**src/common/watchdog_pkg.sv**
```systemverilog
package watchdog_pkg;

  // register indices; byte address is four times the index
  localparam logic [5:0] CTRL_IDX = 6'h2a;
  localparam logic [5:0] STAT_IDX = 6'h2b;
  localparam logic [5:0] IRQ_STAT_IDX = 6'h2c;
  localparam logic [5:0] IRQ_MASK_IDX = 6'h2d;

  // control fields and reset values
  localparam int ACT_BIT = 7;
  localparam int TOP_BIT = 6;
  localparam logic [7:0] CTRL_RESET = 8'h7f;
  localparam logic [6:0] CNT_EXPIRE = 7'h40;
  localparam int FLAG_BIT = 0;
  localparam logic [2:0] IRQ_RESET = 3'h0;

  // interrupt status bits
  localparam int EV_TIMEOUT = 0;
  localparam int EV_SOFT = 1;
  localparam int EV_HALT = 2;

  // timing
  localparam int CLK_HZ = 40_000_000;
  localparam int STEP_CYCLES = 12288;
  localparam int PULSE_NS = 500;
  localparam int PULSE_CYCLES = (PULSE_NS * (CLK_HZ / 1_000_000)) / 1000;

  localparam logic [1:0] RESP_OKAY = 2'h0;
  localparam logic [1:0] RESP_DECERR = 2'h3;

  typedef enum logic [0:0] {
    ST_RUN = 1'b0,
    ST_PULSE = 1'b1
  } dog_state_t;

endpackage

```
**src/hdl/windowed_countdown_watchdog.sv**
```systemverilog
// Decided for this implementation: the AXI4-Lite register port.
`timescale 1ns/1ps
// What this block does
// - FFh gives 64 steps, C0h one step
// - starts disabled; only reset disables it
// - activate with top bit clear resets at once
// - deep sleep while active resets the chip
// - light sleep leaves counting unchanged
// - hardware option forces watchdog permanently active
// - activation bit set by software, reset-cleared
// - reset when count steps 40h to 3Fh
// - control resets to 7Fh
// - flag set on dog reset, cleared only by a status write of 0 or by power-on reset
// - status register always mapped; its flag reads 0 without undervoltage detector
// - decrement every 12,288 cycles
// - reset pin low for 500ns pulse
module windowed_countdown_watchdog
  import watchdog_pkg::*;
#(
  parameter int STEP_LEN = STEP_CYCLES,
  parameter bit HAS_UNDERVOLTAGE_DETECTOR = 1'b1
) (
  // clock and power-on reset
  input wire logic sys_clk_in,
  input wire logic reset_in,
  // chip side
  input wire logic ext_reset_n_in,
  input wire logic hw_option_in,
  input wire logic halt_exec_in,
  output logic dog_reset_n_out,
  output logic irq_out,
  // axi4-lite write
  input wire logic [7:0] s_axi_awaddr_in,
  input wire logic s_axi_awvalid_in,
  output logic s_axi_awready_out,
  input wire logic [31:0] s_axi_wdata_in,
  input wire logic [3:0] s_axi_wstrb_in,
  input wire logic s_axi_wvalid_in,
  output logic s_axi_wready_out,
  output logic [1:0] s_axi_bresp_out,
  output logic s_axi_bvalid_out,
  input wire logic s_axi_bready_in,
  // axi4-lite read
  input wire logic [7:0] s_axi_araddr_in,
  input wire logic s_axi_arvalid_in,
  output logic s_axi_arready_out,
  output logic [31:0] s_axi_rdata_out,
  output logic [1:0] s_axi_rresp_out,
  output logic s_axi_rvalid_out,
  input wire logic s_axi_rready_in
);

  localparam int PW = $clog2(STEP_LEN);
  localparam logic [PW-1:0] PRESC_LAST = PW'(STEP_LEN - 1);
  localparam logic [4:0] PULSE_LAST = 5'(PULSE_CYCLES - 1);

  typedef struct packed {
    logic [7:0] ctrl;
    logic flag;
    logic [PW-1:0] presc;
    logic [4:0] pcnt;
    dog_state_t st;
    logic [1:0] hw_sync;
    logic [1:0] ext_sync;
    logic [2:0] irq_stat;
    logic [2:0] irq_mask;
    logic aw_got;
    logic [5:0] aw_idx;
    logic w_got;
    logic [7:0] wdat;
    logic wstb;
    logic awready;
    logic wready;
    logic bvalid;
    logic [1:0] bresp;
    logic arready;
    logic rvalid;
    logic [7:0] rdata;
    logic [1:0] rresp;
    logic irq;
    logic rst_n;
  } state_t;

  localparam state_t STATE_RESET = '{
    ctrl: CTRL_RESET, flag: 1'b0, presc: '0, pcnt: 5'h00, st: ST_RUN,
    hw_sync: 2'h0, ext_sync: 2'h3, irq_stat: IRQ_RESET, irq_mask: IRQ_RESET,
    aw_got: 1'b0, aw_idx: 6'h00, w_got: 1'b0, wdat: 8'h00, wstb: 1'b0,
    awready: 1'b1, wready: 1'b1, bvalid: 1'b0, bresp: RESP_OKAY,
    arready: 1'b1, rvalid: 1'b0, rdata: 8'h00, rresp: RESP_OKAY,
    irq: 1'b0, rst_n: 1'b1
  };

  state_t s_r;
  state_t s_nxt;

  function automatic logic [5:0] reg_index(input logic [7:0] addr);
    return addr[7:2];
  endfunction

  function automatic logic mapped(input logic [5:0] idx);
    return idx == CTRL_IDX || idx == STAT_IDX || idx == IRQ_STAT_IDX || idx == IRQ_MASK_IDX;
  endfunction

  logic active;
  logic chip_rst;
  logic tick;
  logic timeout;
  logic soft_hit;
  logic halt_hit;
  logic do_write;
  logic [5:0] ridx;

  // ---------------------------------------------------------------
  // next state
  // ---------------------------------------------------------------
  always_comb begin
    s_nxt = s_r;
    s_nxt.hw_sync = {s_r.hw_sync[0], hw_option_in};
    s_nxt.ext_sync = {s_r.ext_sync[0], ext_reset_n_in};
    active = s_r.ctrl[ACT_BIT] | s_r.hw_sync[1];
    chip_rst = (s_r.st == ST_PULSE) | ~s_r.ext_sync[1];
    tick = 1'b0;
    timeout = 1'b0;
    soft_hit = 1'b0;
    halt_hit = 1'b0;
    do_write = s_r.aw_got & s_r.w_got & ~s_r.bvalid;
    ridx = reg_index(s_axi_araddr_in);

    // prescaler and count; light sleep has no input here, counting pauses only during chip reset
    if (!chip_rst) begin
      if (s_r.presc == PRESC_LAST) begin
        tick = 1'b1;
        s_nxt.presc = '0;
        s_nxt.ctrl[6:0] = s_r.ctrl[6:0] - 7'h01;
        timeout = active & (s_r.ctrl[6:0] == CNT_EXPIRE);
      end else begin
        s_nxt.presc = s_r.presc + PW'(1);
      end
      halt_hit = halt_exec_in & active;
    end

    // write channels
    if (s_axi_awvalid_in && s_r.awready) begin
      s_nxt.aw_got = 1'b1;
      s_nxt.aw_idx = reg_index(s_axi_awaddr_in);
      s_nxt.awready = 1'b0;
    end
    if (s_axi_wvalid_in && s_r.wready) begin
      s_nxt.w_got = 1'b1;
      s_nxt.wdat = s_axi_wdata_in[7:0];
      s_nxt.wstb = s_axi_wstrb_in[0];
      s_nxt.wready = 1'b0;
    end
    if (do_write) begin
      s_nxt.aw_got = 1'b0;
      s_nxt.w_got = 1'b0;
      s_nxt.bvalid = 1'b1;
      s_nxt.bresp = mapped(s_r.aw_idx) ? RESP_OKAY : RESP_DECERR;
      if (s_r.wstb) begin
        unique case (s_r.aw_idx)
          CTRL_IDX: begin
            if (!chip_rst) begin
              s_nxt.ctrl = {s_r.ctrl[ACT_BIT] | s_r.wdat[ACT_BIT], s_r.wdat[6:0]};
              s_nxt.presc = '0;
              soft_hit = (active | s_r.wdat[ACT_BIT]) & ~s_r.wdat[TOP_BIT];
              timeout = 1'b0;
            end
          end
          STAT_IDX: s_nxt.flag = s_r.flag & s_r.wdat[FLAG_BIT];
          IRQ_STAT_IDX: s_nxt.irq_stat = s_r.irq_stat & ~s_r.wdat[2:0];
          IRQ_MASK_IDX: s_nxt.irq_mask = s_r.wdat[2:0];
          default: ;
        endcase
      end
    end
    if (s_r.bvalid && s_axi_bready_in) begin
      s_nxt.bvalid = 1'b0;
      s_nxt.awready = 1'b1;
      s_nxt.wready = 1'b1;
    end

    // read channel
    if (s_axi_arvalid_in && s_r.arready) begin
      s_nxt.arready = 1'b0;
      s_nxt.rvalid = 1'b1;
      s_nxt.rresp = mapped(ridx) ? RESP_OKAY : RESP_DECERR;
      unique case (ridx)
        CTRL_IDX: s_nxt.rdata = s_r.ctrl;
        STAT_IDX: s_nxt.rdata = {7'h00, s_r.flag & HAS_UNDERVOLTAGE_DETECTOR};
        IRQ_STAT_IDX: s_nxt.rdata = {5'h00, s_r.irq_stat};
        IRQ_MASK_IDX: s_nxt.rdata = {5'h00, s_r.irq_mask};
        default: s_nxt.rdata = 8'h00;
      endcase
    end else if (s_r.rvalid && s_axi_rready_in) begin
      s_nxt.rvalid = 1'b0;
      s_nxt.arready = 1'b1;
    end

    // reset sequencer; hardware events win over software clears
    unique case (s_r.st)
      ST_RUN: begin
        if (timeout | soft_hit | halt_hit) begin
          s_nxt.st = ST_PULSE;
          s_nxt.pcnt = 5'h00;
          s_nxt.rst_n = 1'b0;
          s_nxt.flag = HAS_UNDERVOLTAGE_DETECTOR;
          s_nxt.irq_stat = s_nxt.irq_stat | {halt_hit, soft_hit, timeout};
        end
      end
      ST_PULSE: begin
        s_nxt.pcnt = s_r.pcnt + 5'h01;
        if (s_r.pcnt == PULSE_LAST) begin
          s_nxt.st = ST_RUN;
          s_nxt.rst_n = 1'b1;
        end
      end
    endcase

    // chip reset clears control but not the dog flag
    if (chip_rst || s_nxt.st == ST_PULSE) begin
      s_nxt.ctrl = CTRL_RESET;
      s_nxt.presc = '0;
    end
    s_nxt.irq = |(s_nxt.irq_stat & s_nxt.irq_mask);
  end

  // ---------------------------------------------------------------
  // state register
  // ---------------------------------------------------------------
  always_ff @(posedge sys_clk_in or posedge reset_in) begin
    if (reset_in) begin
      s_r <= STATE_RESET;
    end else begin
      s_r <= s_nxt;
    end
  end

  assign dog_reset_n_out = s_r.rst_n;
  assign irq_out = s_r.irq;
  assign s_axi_awready_out = s_r.awready;
  assign s_axi_wready_out = s_r.wready;
  assign s_axi_bvalid_out = s_r.bvalid;
  assign s_axi_bresp_out = s_r.bresp;
  assign s_axi_arready_out = s_r.arready;
  assign s_axi_rvalid_out = s_r.rvalid;
  assign s_axi_rdata_out = {24'h000000, s_r.rdata};
  assign s_axi_rresp_out = s_r.rresp;

  // ---------------------------------------------------------------
  // assertions
  // ---------------------------------------------------------------
  logic wr_ctrl;
  assign wr_ctrl = do_write & s_r.wstb & (s_r.aw_idx == CTRL_IDX) & ~chip_rst;
endmodule

```
**config.mk**
```make
export PLATFORM = sky130hd
export DESIGN_NAME = windowed_countdown_watchdog
export DESIGN_NICKNAME = d
export VERILOG_FILES = /design/src/common/watchdog_pkg.sv /design/src/hdl/windowed_countdown_watchdog.sv
export SDC_FILE = /design/constraint.sdc
export NUM_CORES = 1
export LEC_CHECK = 0
export BUFFER_PORTS_ARGS = -buffer_cell sky130_fd_sc_hd__buf_2
export CORE_MARGIN = 4
export CORE_UTILIZATION = 25
export CTS_CLUSTER_DIAMETER = 100
export DETAILED_ROUTE_END_ITERATION = 12
export PLACE_DENSITY = 0.44
export SETUP_SLACK_MARGIN = 0.05
export SYNTH_ARGS = -nofsm -noshare
export SYNTH_HDL_FRONTEND = slang
export SYNTH_SLANG_ARGS = --single-unit
export TNS_END_PERCENT = 50
```
**constraint.sdc**
```tcl
create_clock -name sys_clk_in -period 3.1 [get_ports sys_clk_in]
set_input_delay 0.155 -clock sys_clk_in [delete_from_list [all_inputs] [get_ports sys_clk_in]]
set_output_delay 0.155 -clock sys_clk_in [all_outputs]
set_load 0.05 [all_outputs]
```
Word level (Yosys, flattened, before mapping)
Index checks and enable logic that the tools add are counted.
{"block": "word_totals", "ff_bits": 75, "input_bits": 62}
{"block": "classes", "addsub": 3, "eq_ne": 14, "mux": 50, "bitwise": 20, "n_reduce_logical": 24}
{"op": "14-bit two-way mux", "count": 5}
{"op": "6-bit == test, second input constant", "count": 8}
{"op": "23-bit two-way mux", "count": 2}
{"op": "8-bit case mux with 4 select lines", "count": 1}
{"op": "7-bit two-way mux", "count": 4}
{"op": "8-bit two-way mux", "count": 3}
{"op": "1-bit two-way mux", "count": 20}
{"op": "3-bit two-way mux", "count": 6}
{"op": "2-bit nonzero test", "count": 9}
{"op": "14-bit by 1-bit adder with 14-bit output, second input constant", "count": 1}
{"op": "14-bit == test, second input constant", "count": 1}
{"op": "6-bit two-way mux", "count": 2}
{"op": "6-bit case mux with 2 select lines", "count": 1}
{"op": "10-bit two-way mux", "count": 1}
{"op": "2-bit two-way mux", "count": 4}
{"op": "7-bit == test, second input constant", "count": 1}
{"op": "1-bit logical OR", "count": 7}
{"op": "7-bit by 1-bit subtractor with 7-bit output, second input constant", "count": 1}
{"op": "1-bit AND", "count": 6}
{"op": "3-bit AND", "count": 2}
{"op": "1-bit OR", "count": 6}
{"op": "5-bit by 1-bit adder with 5-bit output, second input constant", "count": 1}
{"op": "5-bit == test, second input constant", "count": 1}
{"op": "1-bit logical AND", "count": 5}
{"op": "other kinds (9)", "count": 13}

Longest topological paths before layout
{"block": "depth", "word_depth": 15, "depth_mapped": 7}

Least setup slack after synthesis
No wires, ideal clock.
{"block": "synth_path", "path_type": "register -> register", "start": "register s_r (netlist bit s_axi_bvalid_out)", "end": "register s_r[74] (netlist name)", "arrival_ns": 2.002, "required_ns": 3.027, "path_slack_ns": 1.025, "stages_incl_launch_ff": 7, "n_path_buf": 1, "period_less_slack_ns": 2.075, "cell_sequence": "dfrtp_1 nand4b_1 or4_1 buf_2 and4_4 a211oi_4 nor2b_1"}
{"block": "synth_via", "elab_chain_len": 10}
{"element": "start: declaration", "line_no": "windowed_countdown_watchdog.sv:93", "source": "state_t s_r;"}
{"element": "start signal: assignment", "line_no": "windowed_countdown_watchdog.sv:234", "source": "s_r <= s_nxt;"}
{"element": "1-bit inverter (*)", "line_no": "windowed_countdown_watchdog.sv:126", "source": "do_write = s_r.aw_got & s_r.w_got & ~s_r.bvalid;"}
{"element": "1-bit AND (*)", "line_no": "windowed_countdown_watchdog.sv:126"}
{"element": "1-bit two-way mux", "line_no": "windowed_countdown_watchdog.sv:154", "source": "if (do_write) begin"}
{"element": "1-bit OR (2 in a row)", "line_no": "windowed_countdown_watchdog.sv:202", "source": "if (timeout | soft_hit | halt_hit) begin"}
{"element": "6-bit two-way mux", "line_no": "windowed_countdown_watchdog.sv:202"}
{"element": "6-bit case mux with 2 select lines", "line_no": "windowed_countdown_watchdog.sv:200", "source": "unique case (s_r.st)"}
{"element": "1-bit logical OR", "line_no": "windowed_countdown_watchdog.sv:220", "source": "if (chip_rst || s_nxt.st == ST_PULSE) begin"}
{"element": "2-bit by 1-bit inequality test with 1-bit output (no source line) or 2-bit nonzero test (tied branches)"}
{"element": "4-bit AND reduction (no source line)"}
Mark *: on every way between the ends. The rest lies on a longest branch, timed or not. The select of a mux whose other input is x is not followed.
A chain may end at the register's enable or synchronous reset.

Worst setup path in the final report
{"block": "layout_path", "start": "register s_r[52] (netlist name)", "end": "register s_r[49] (netlist name)"}
{"block": "layout_via", "elab_chain_len": 10}
{"element": "14-bit == test (*)", "line_no": "windowed_countdown_watchdog.sv:131", "source": "if (s_r.presc == PRESC_LAST) begin"}
{"element": "1-bit two-way mux (*)", "line_no": "windowed_countdown_watchdog.sv:131"}
{"element": "1-bit two-way mux (*)", "line_no": "windowed_countdown_watchdog.sv:130", "source": "if (!chip_rst) begin"}
{"element": "1-bit two-way mux", "line_no": "windowed_countdown_watchdog.sv:162", "source": "if (!chip_rst) begin"}
{"element": "1-bit two-way mux", "line_no": "windowed_countdown_watchdog.sv:160", "source": "unique case (s_r.aw_idx)"}
{"element": "1-bit two-way mux", "line_no": "windowed_countdown_watchdog.sv:159", "source": "if (s_r.wstb) begin"}
{"element": "1-bit two-way mux (*)", "line_no": "windowed_countdown_watchdog.sv:154"}
{"element": "1-bit OR (*) (2 in a row)", "line_no": "windowed_countdown_watchdog.sv:202"}
{"element": "2-bit inequality test (no source line) (*)"}
Mark *: on every way between the ends. The rest lies on a longest branch, timed or not.

==> results.tsv <==
stage	metric	value	unit
run_status	status	finished, final reports clean	
clocking	CTS tree	yes	
placement	port buffer count	49	
route	via count	2508	
logic_synthesis	Compound-Gate Fraction of Synth Area	8.829	%
sta	setup ws final	0.8922	ns
placement	Setup WS pre-CTS	0.9076	ns
worst_setup_path	worst r2r path cells	6	
floorplan	Die ar.	16560	um^2
power	sequential share of power	43.4	%
power	Net Switching	1182	uW
sta	Slew Viols, Final	0	
min_path	Hold Path Class	input port to register	
sta	crit share post-route	71.22	%
logic_synthesis	largest family of logic cells by synthesized area	simple AND/OR/NAND/NOR gates	
floorplan	die width	128.7	um
logic_synthesis	most frequent cell after synthesis	dfrtp_1	
worst_setup_path	Worst path slowest cell	nor4_4	
clocking	CTS root buffer	clkbuf_16	
sta	setup repair after global routing missed its margin	no	
worst_setup_path	CP delay by family, top	simple AND/OR/NAND/NOR gates	
power	Leak Pwr	0.001934	uW
placement	placer congestion estimate	0.7745	
route	Total Wirelength	7807	um
grt	antenna violations before repair	0	
sta	Setup TNS	0	ns
worst_setup_path	CP dominant cell by count	nand4_1	
logic_synthesis	Synth Cell Area	3642	um^2
grt	global-route wire length before repair	12920	um
worst_setup_path	r2r endpoint	s_r[49]$_DFFE_PP0P_	
layout	Register Area	1843	um^2
sta	Hold Vio Cnt, Final	0	
clocking	CTS buffer count	9	
worst_setup_path	Arrival @ worst endpoint	2.42	ns
power	power per cell area	767.5	nW/um^2
min_path	Hold Path Stages	2	
grt	Congestion Overflow GR	0	
logic_synthesis	FF+latch count, synth	73	
power	Sw Ratio	36.29	%
clocking	Max clock buf depth	2	
worst_setup_path	Max FO, Critical Path	9	
logic_synthesis	synth warn	0	
grt	met1 usage	13.46	%
route	Via density	4.347	
sta	maximum clock rate	452.9	MHz
layout	diode count	0	
sta	min cycle time layout	2.208	ns
clocking	Setup Fix Bufs, Post-CTS	0	
grt	gr busiest metal	met2	
layout	Area Growth Syn to Fin	16.45	%
logic_synthesis	Synth Area in Simple Gates	19.00	%
power	clock power share	28.7	%
route	DRT antenna net count	0	
logic_synthesis	Post-Syn Instances	345	
power	P_int	2074	uW
layout	Layout Nets	458	
grt	vias in the first global route	2535	
logic_synthesis	Synth async-reset ratio	100.0	%
floorplan	io pins	105	
route	DR WL/cell	13.53	um
logic_synthesis	Avg Cell Area, Syn	10.56	um^2
worst_setup_path	crit path kind	register to register	
logic_synthesis	synth cell count leaders	60 x dfrtp_1, 36 x buf_4, 31 x nand2_1, 25 x nor2_1, 24 x nand3_1	
logic_synthesis	synth unique cells	52	
route	first drt pass iteration count	4	
logic_synthesis	adder-cell share of the synthesized area	1.374	%
sta	Clock Skew	0.008295	ns
power	Overall Power	3256	uW
layout	layout cells sized above 1	26.70	%
worst_setup_path	critical path required time	3.31	ns
floorplan	die height	128.7	um
sta	Slew headroom	46.00	%
worst_setup_path	WP buf/inv	0	
route	Initial DRC Count	98	
worst_setup_path	CP Cell Sequence	ha_1 > nand3_1 > nor4_4 > nand4_1 > nand4_1 > o21ai_0	
layout	Multi-input gate area	1536	um^2
worst_setup_path	startpoint types	register	
power	Comb power frac	27.9	%
clocking	clock transition at the registers of the reported paths	0.06	ns
logic_synthesis	Seq/Total Area, Yosys	50.60	%
clocking	worst-skew pair later-pin latency	0.33	ns
sta	Final setup violation count	0	
sta	Least-Margin Pin Slew	0.8088	ns
clocking	H-tree depth	3	
layout	Post-Layout Cell Count	577	
worst_setup_path	Reg-to-Reg Start	s_r[52]$_DFF_PP0_	
logic_synthesis	Synth top area share	41.22	%
min_path	hold endpoint	s_axi_awready_out$_DFFE_PP1P_	
logic_synthesis	Top FF cell, synth	dfrtp_1	
sta	Hold WS	0.01069	ns
clocking	Sink Count	73	
logic_synthesis	post-synthesis mux area share	6.664	%
worst_setup_path	CP max stage delay	0.58	ns
placement	DP Wirelength	5768	um
logic_synthesis	ranking of synthesized cells by area	dfrtp_1 41%, dfstp_2 9.4%, buf_4 7.4%, mux2_2 5.6%, nand3_1 3.3%	
logic_synthesis	post-synth top area cell	dfrtp_1	
logic_synthesis	post-synthesis xor/xnor area fraction	3.847	%
flow_run	max cap viols	0	
logic_synthesis	EDFF count, synth	0	
floorplan	starting density of the core	25.84	%
worst_setup_path	r2r setup slk	0.89	ns
floorplan	core area	14100	um^2
grt	gr usage total	10.03	%
grt	largest net degree at the start of global routing	39	
route	DRC viols	0	
worst_setup_path	crit end category	register	
layout	fillers	1472	
grt	Global Route met3 Usage	4.276	%
grt	met2 GRT Util	14.66	%
placement	placed cell count	556	
power	Max VDD drop	0.2707	mV
min_path	hold path start	s_axi_awvalid_in	
floorplan	FP Rows	43	
[area by class of cell]
| cell class | count | share of cell area, % |
|---|---|---|
| Clock buffer | 16 | 6.165 |
| Sequential cell | 73 | 43.45 |
| Timing Repair Buffer | 57 | 7.788 |
| Inverter | 12 | 1.062 |
| Tap cell | 180 | 5.310 |
| Multi-Input combinational cell | 239 | 36.22 |
[worst max-delay path by stage]
stage,from,to,cells after the start
final,s_r[52]$_DFF_PP0_,s_r[49]$_DFFE_PP0P_,6
after global routing,s_r[52]$_DFF_PP0_,s_r[49]$_DFFE_PP0P_,6
after global placement,s_r[52]$_DFF_PP0_,s_r[49]$_DFFE_PP0P_,6
after CTS,s_r[52]$_DFF_PP0_,s_r[49]$_DFFE_PP0P_,6
after detailed placement,s_r[52]$_DFF_PP0_,s_r[49]$_DFFE_PP0P_,6
after floorplan,s_axi_bvalid_out$_DFFE_PP0P_,s_r[74]$_DFFE_PP0P_,6
[metrics by stage]
stage               area (um^2)  util, %
global route               4242    30.09
floorplan                  3729        -
CTS                        4242    30.09
finish                     4242    30.09
detailed placement         3930    27.88
global placement           3930    27.88
[cells by family (layout without fill, tap and decap cells)]
| logic type | Yosys count | count (layout) |
|---|---|---|
| compound gates | 48 | 48 |
| xor+xnor | 16 | 16 |
| fa+ha+maj | 4 | 4 |
| buf+inv | 56 | 85 |
| flops | 73 | 73 |
| mux | 22 | 22 |
| other cells | 1 | 24 |
| simple gates | 125 | 125 |
[worst reg2reg max path, stage by stage, from the launching register on]
cell,delay (ns)
dfrtp_1,0.39
ha_1,0.21
nand3_1,0.17
nor4_4,0.58
nand4_1,0.44
nand4_1,0.21
o21ai_0,0.09
[layer usage]
metal  wire length, um  vias to the layer above
met5                 0                        -
met4                72                        0
met3               505                        5
met2              3469                       61
met1              3760                     1197
li1                  -                     1245
[power by group through the flow]
| stage | logic (uW) | registers, uW | clock network [uW] |
|---|---|---|---|
| floorplan | 751 | 1460 | 0 |
| CTS | 921 | 1420 | 979 |
| global route | 994 | 1460 | 1020 |
| finish | 908 | 1410 | 933 |
| global placement | 899 | 1430 | 0 |
| detailed placement | 913 | 1440 | 0 |
[registers in the layout (all words and copies together), names as in the netlist]
name	flops
s_r	54
s_axi_wready_out	1
s_axi_rresp_out	1
s_axi_bresp_out	1
s_nxt	2
s_axi_awready_out	1
s_axi_rdata_out	8
s_axi_bvalid_out	1
s_axi_rvalid_out	1
irq_out	1
dog_reset_n_out	1
s_axi_arready_out	1
[repair_timing]
action | CTS | global route
resized for setup | 0 | 0
hold buffers | 5 | 0
endpoints found under the hold margin | 7 | 0
[cell usage in the layout, fill, tap and decap left out, drive strengths merged, types with 12 or more instances in the layout]
master / n
o21ai: 17
conb: 24
clkbuf: 16
inv: 12
dfstp: 13
nor2: 25
buf: 52
mux2: 18
nand2: 31
dfrtp: 60
nand3: 24
Note: power is estimated with default switching activity, not from simulation.
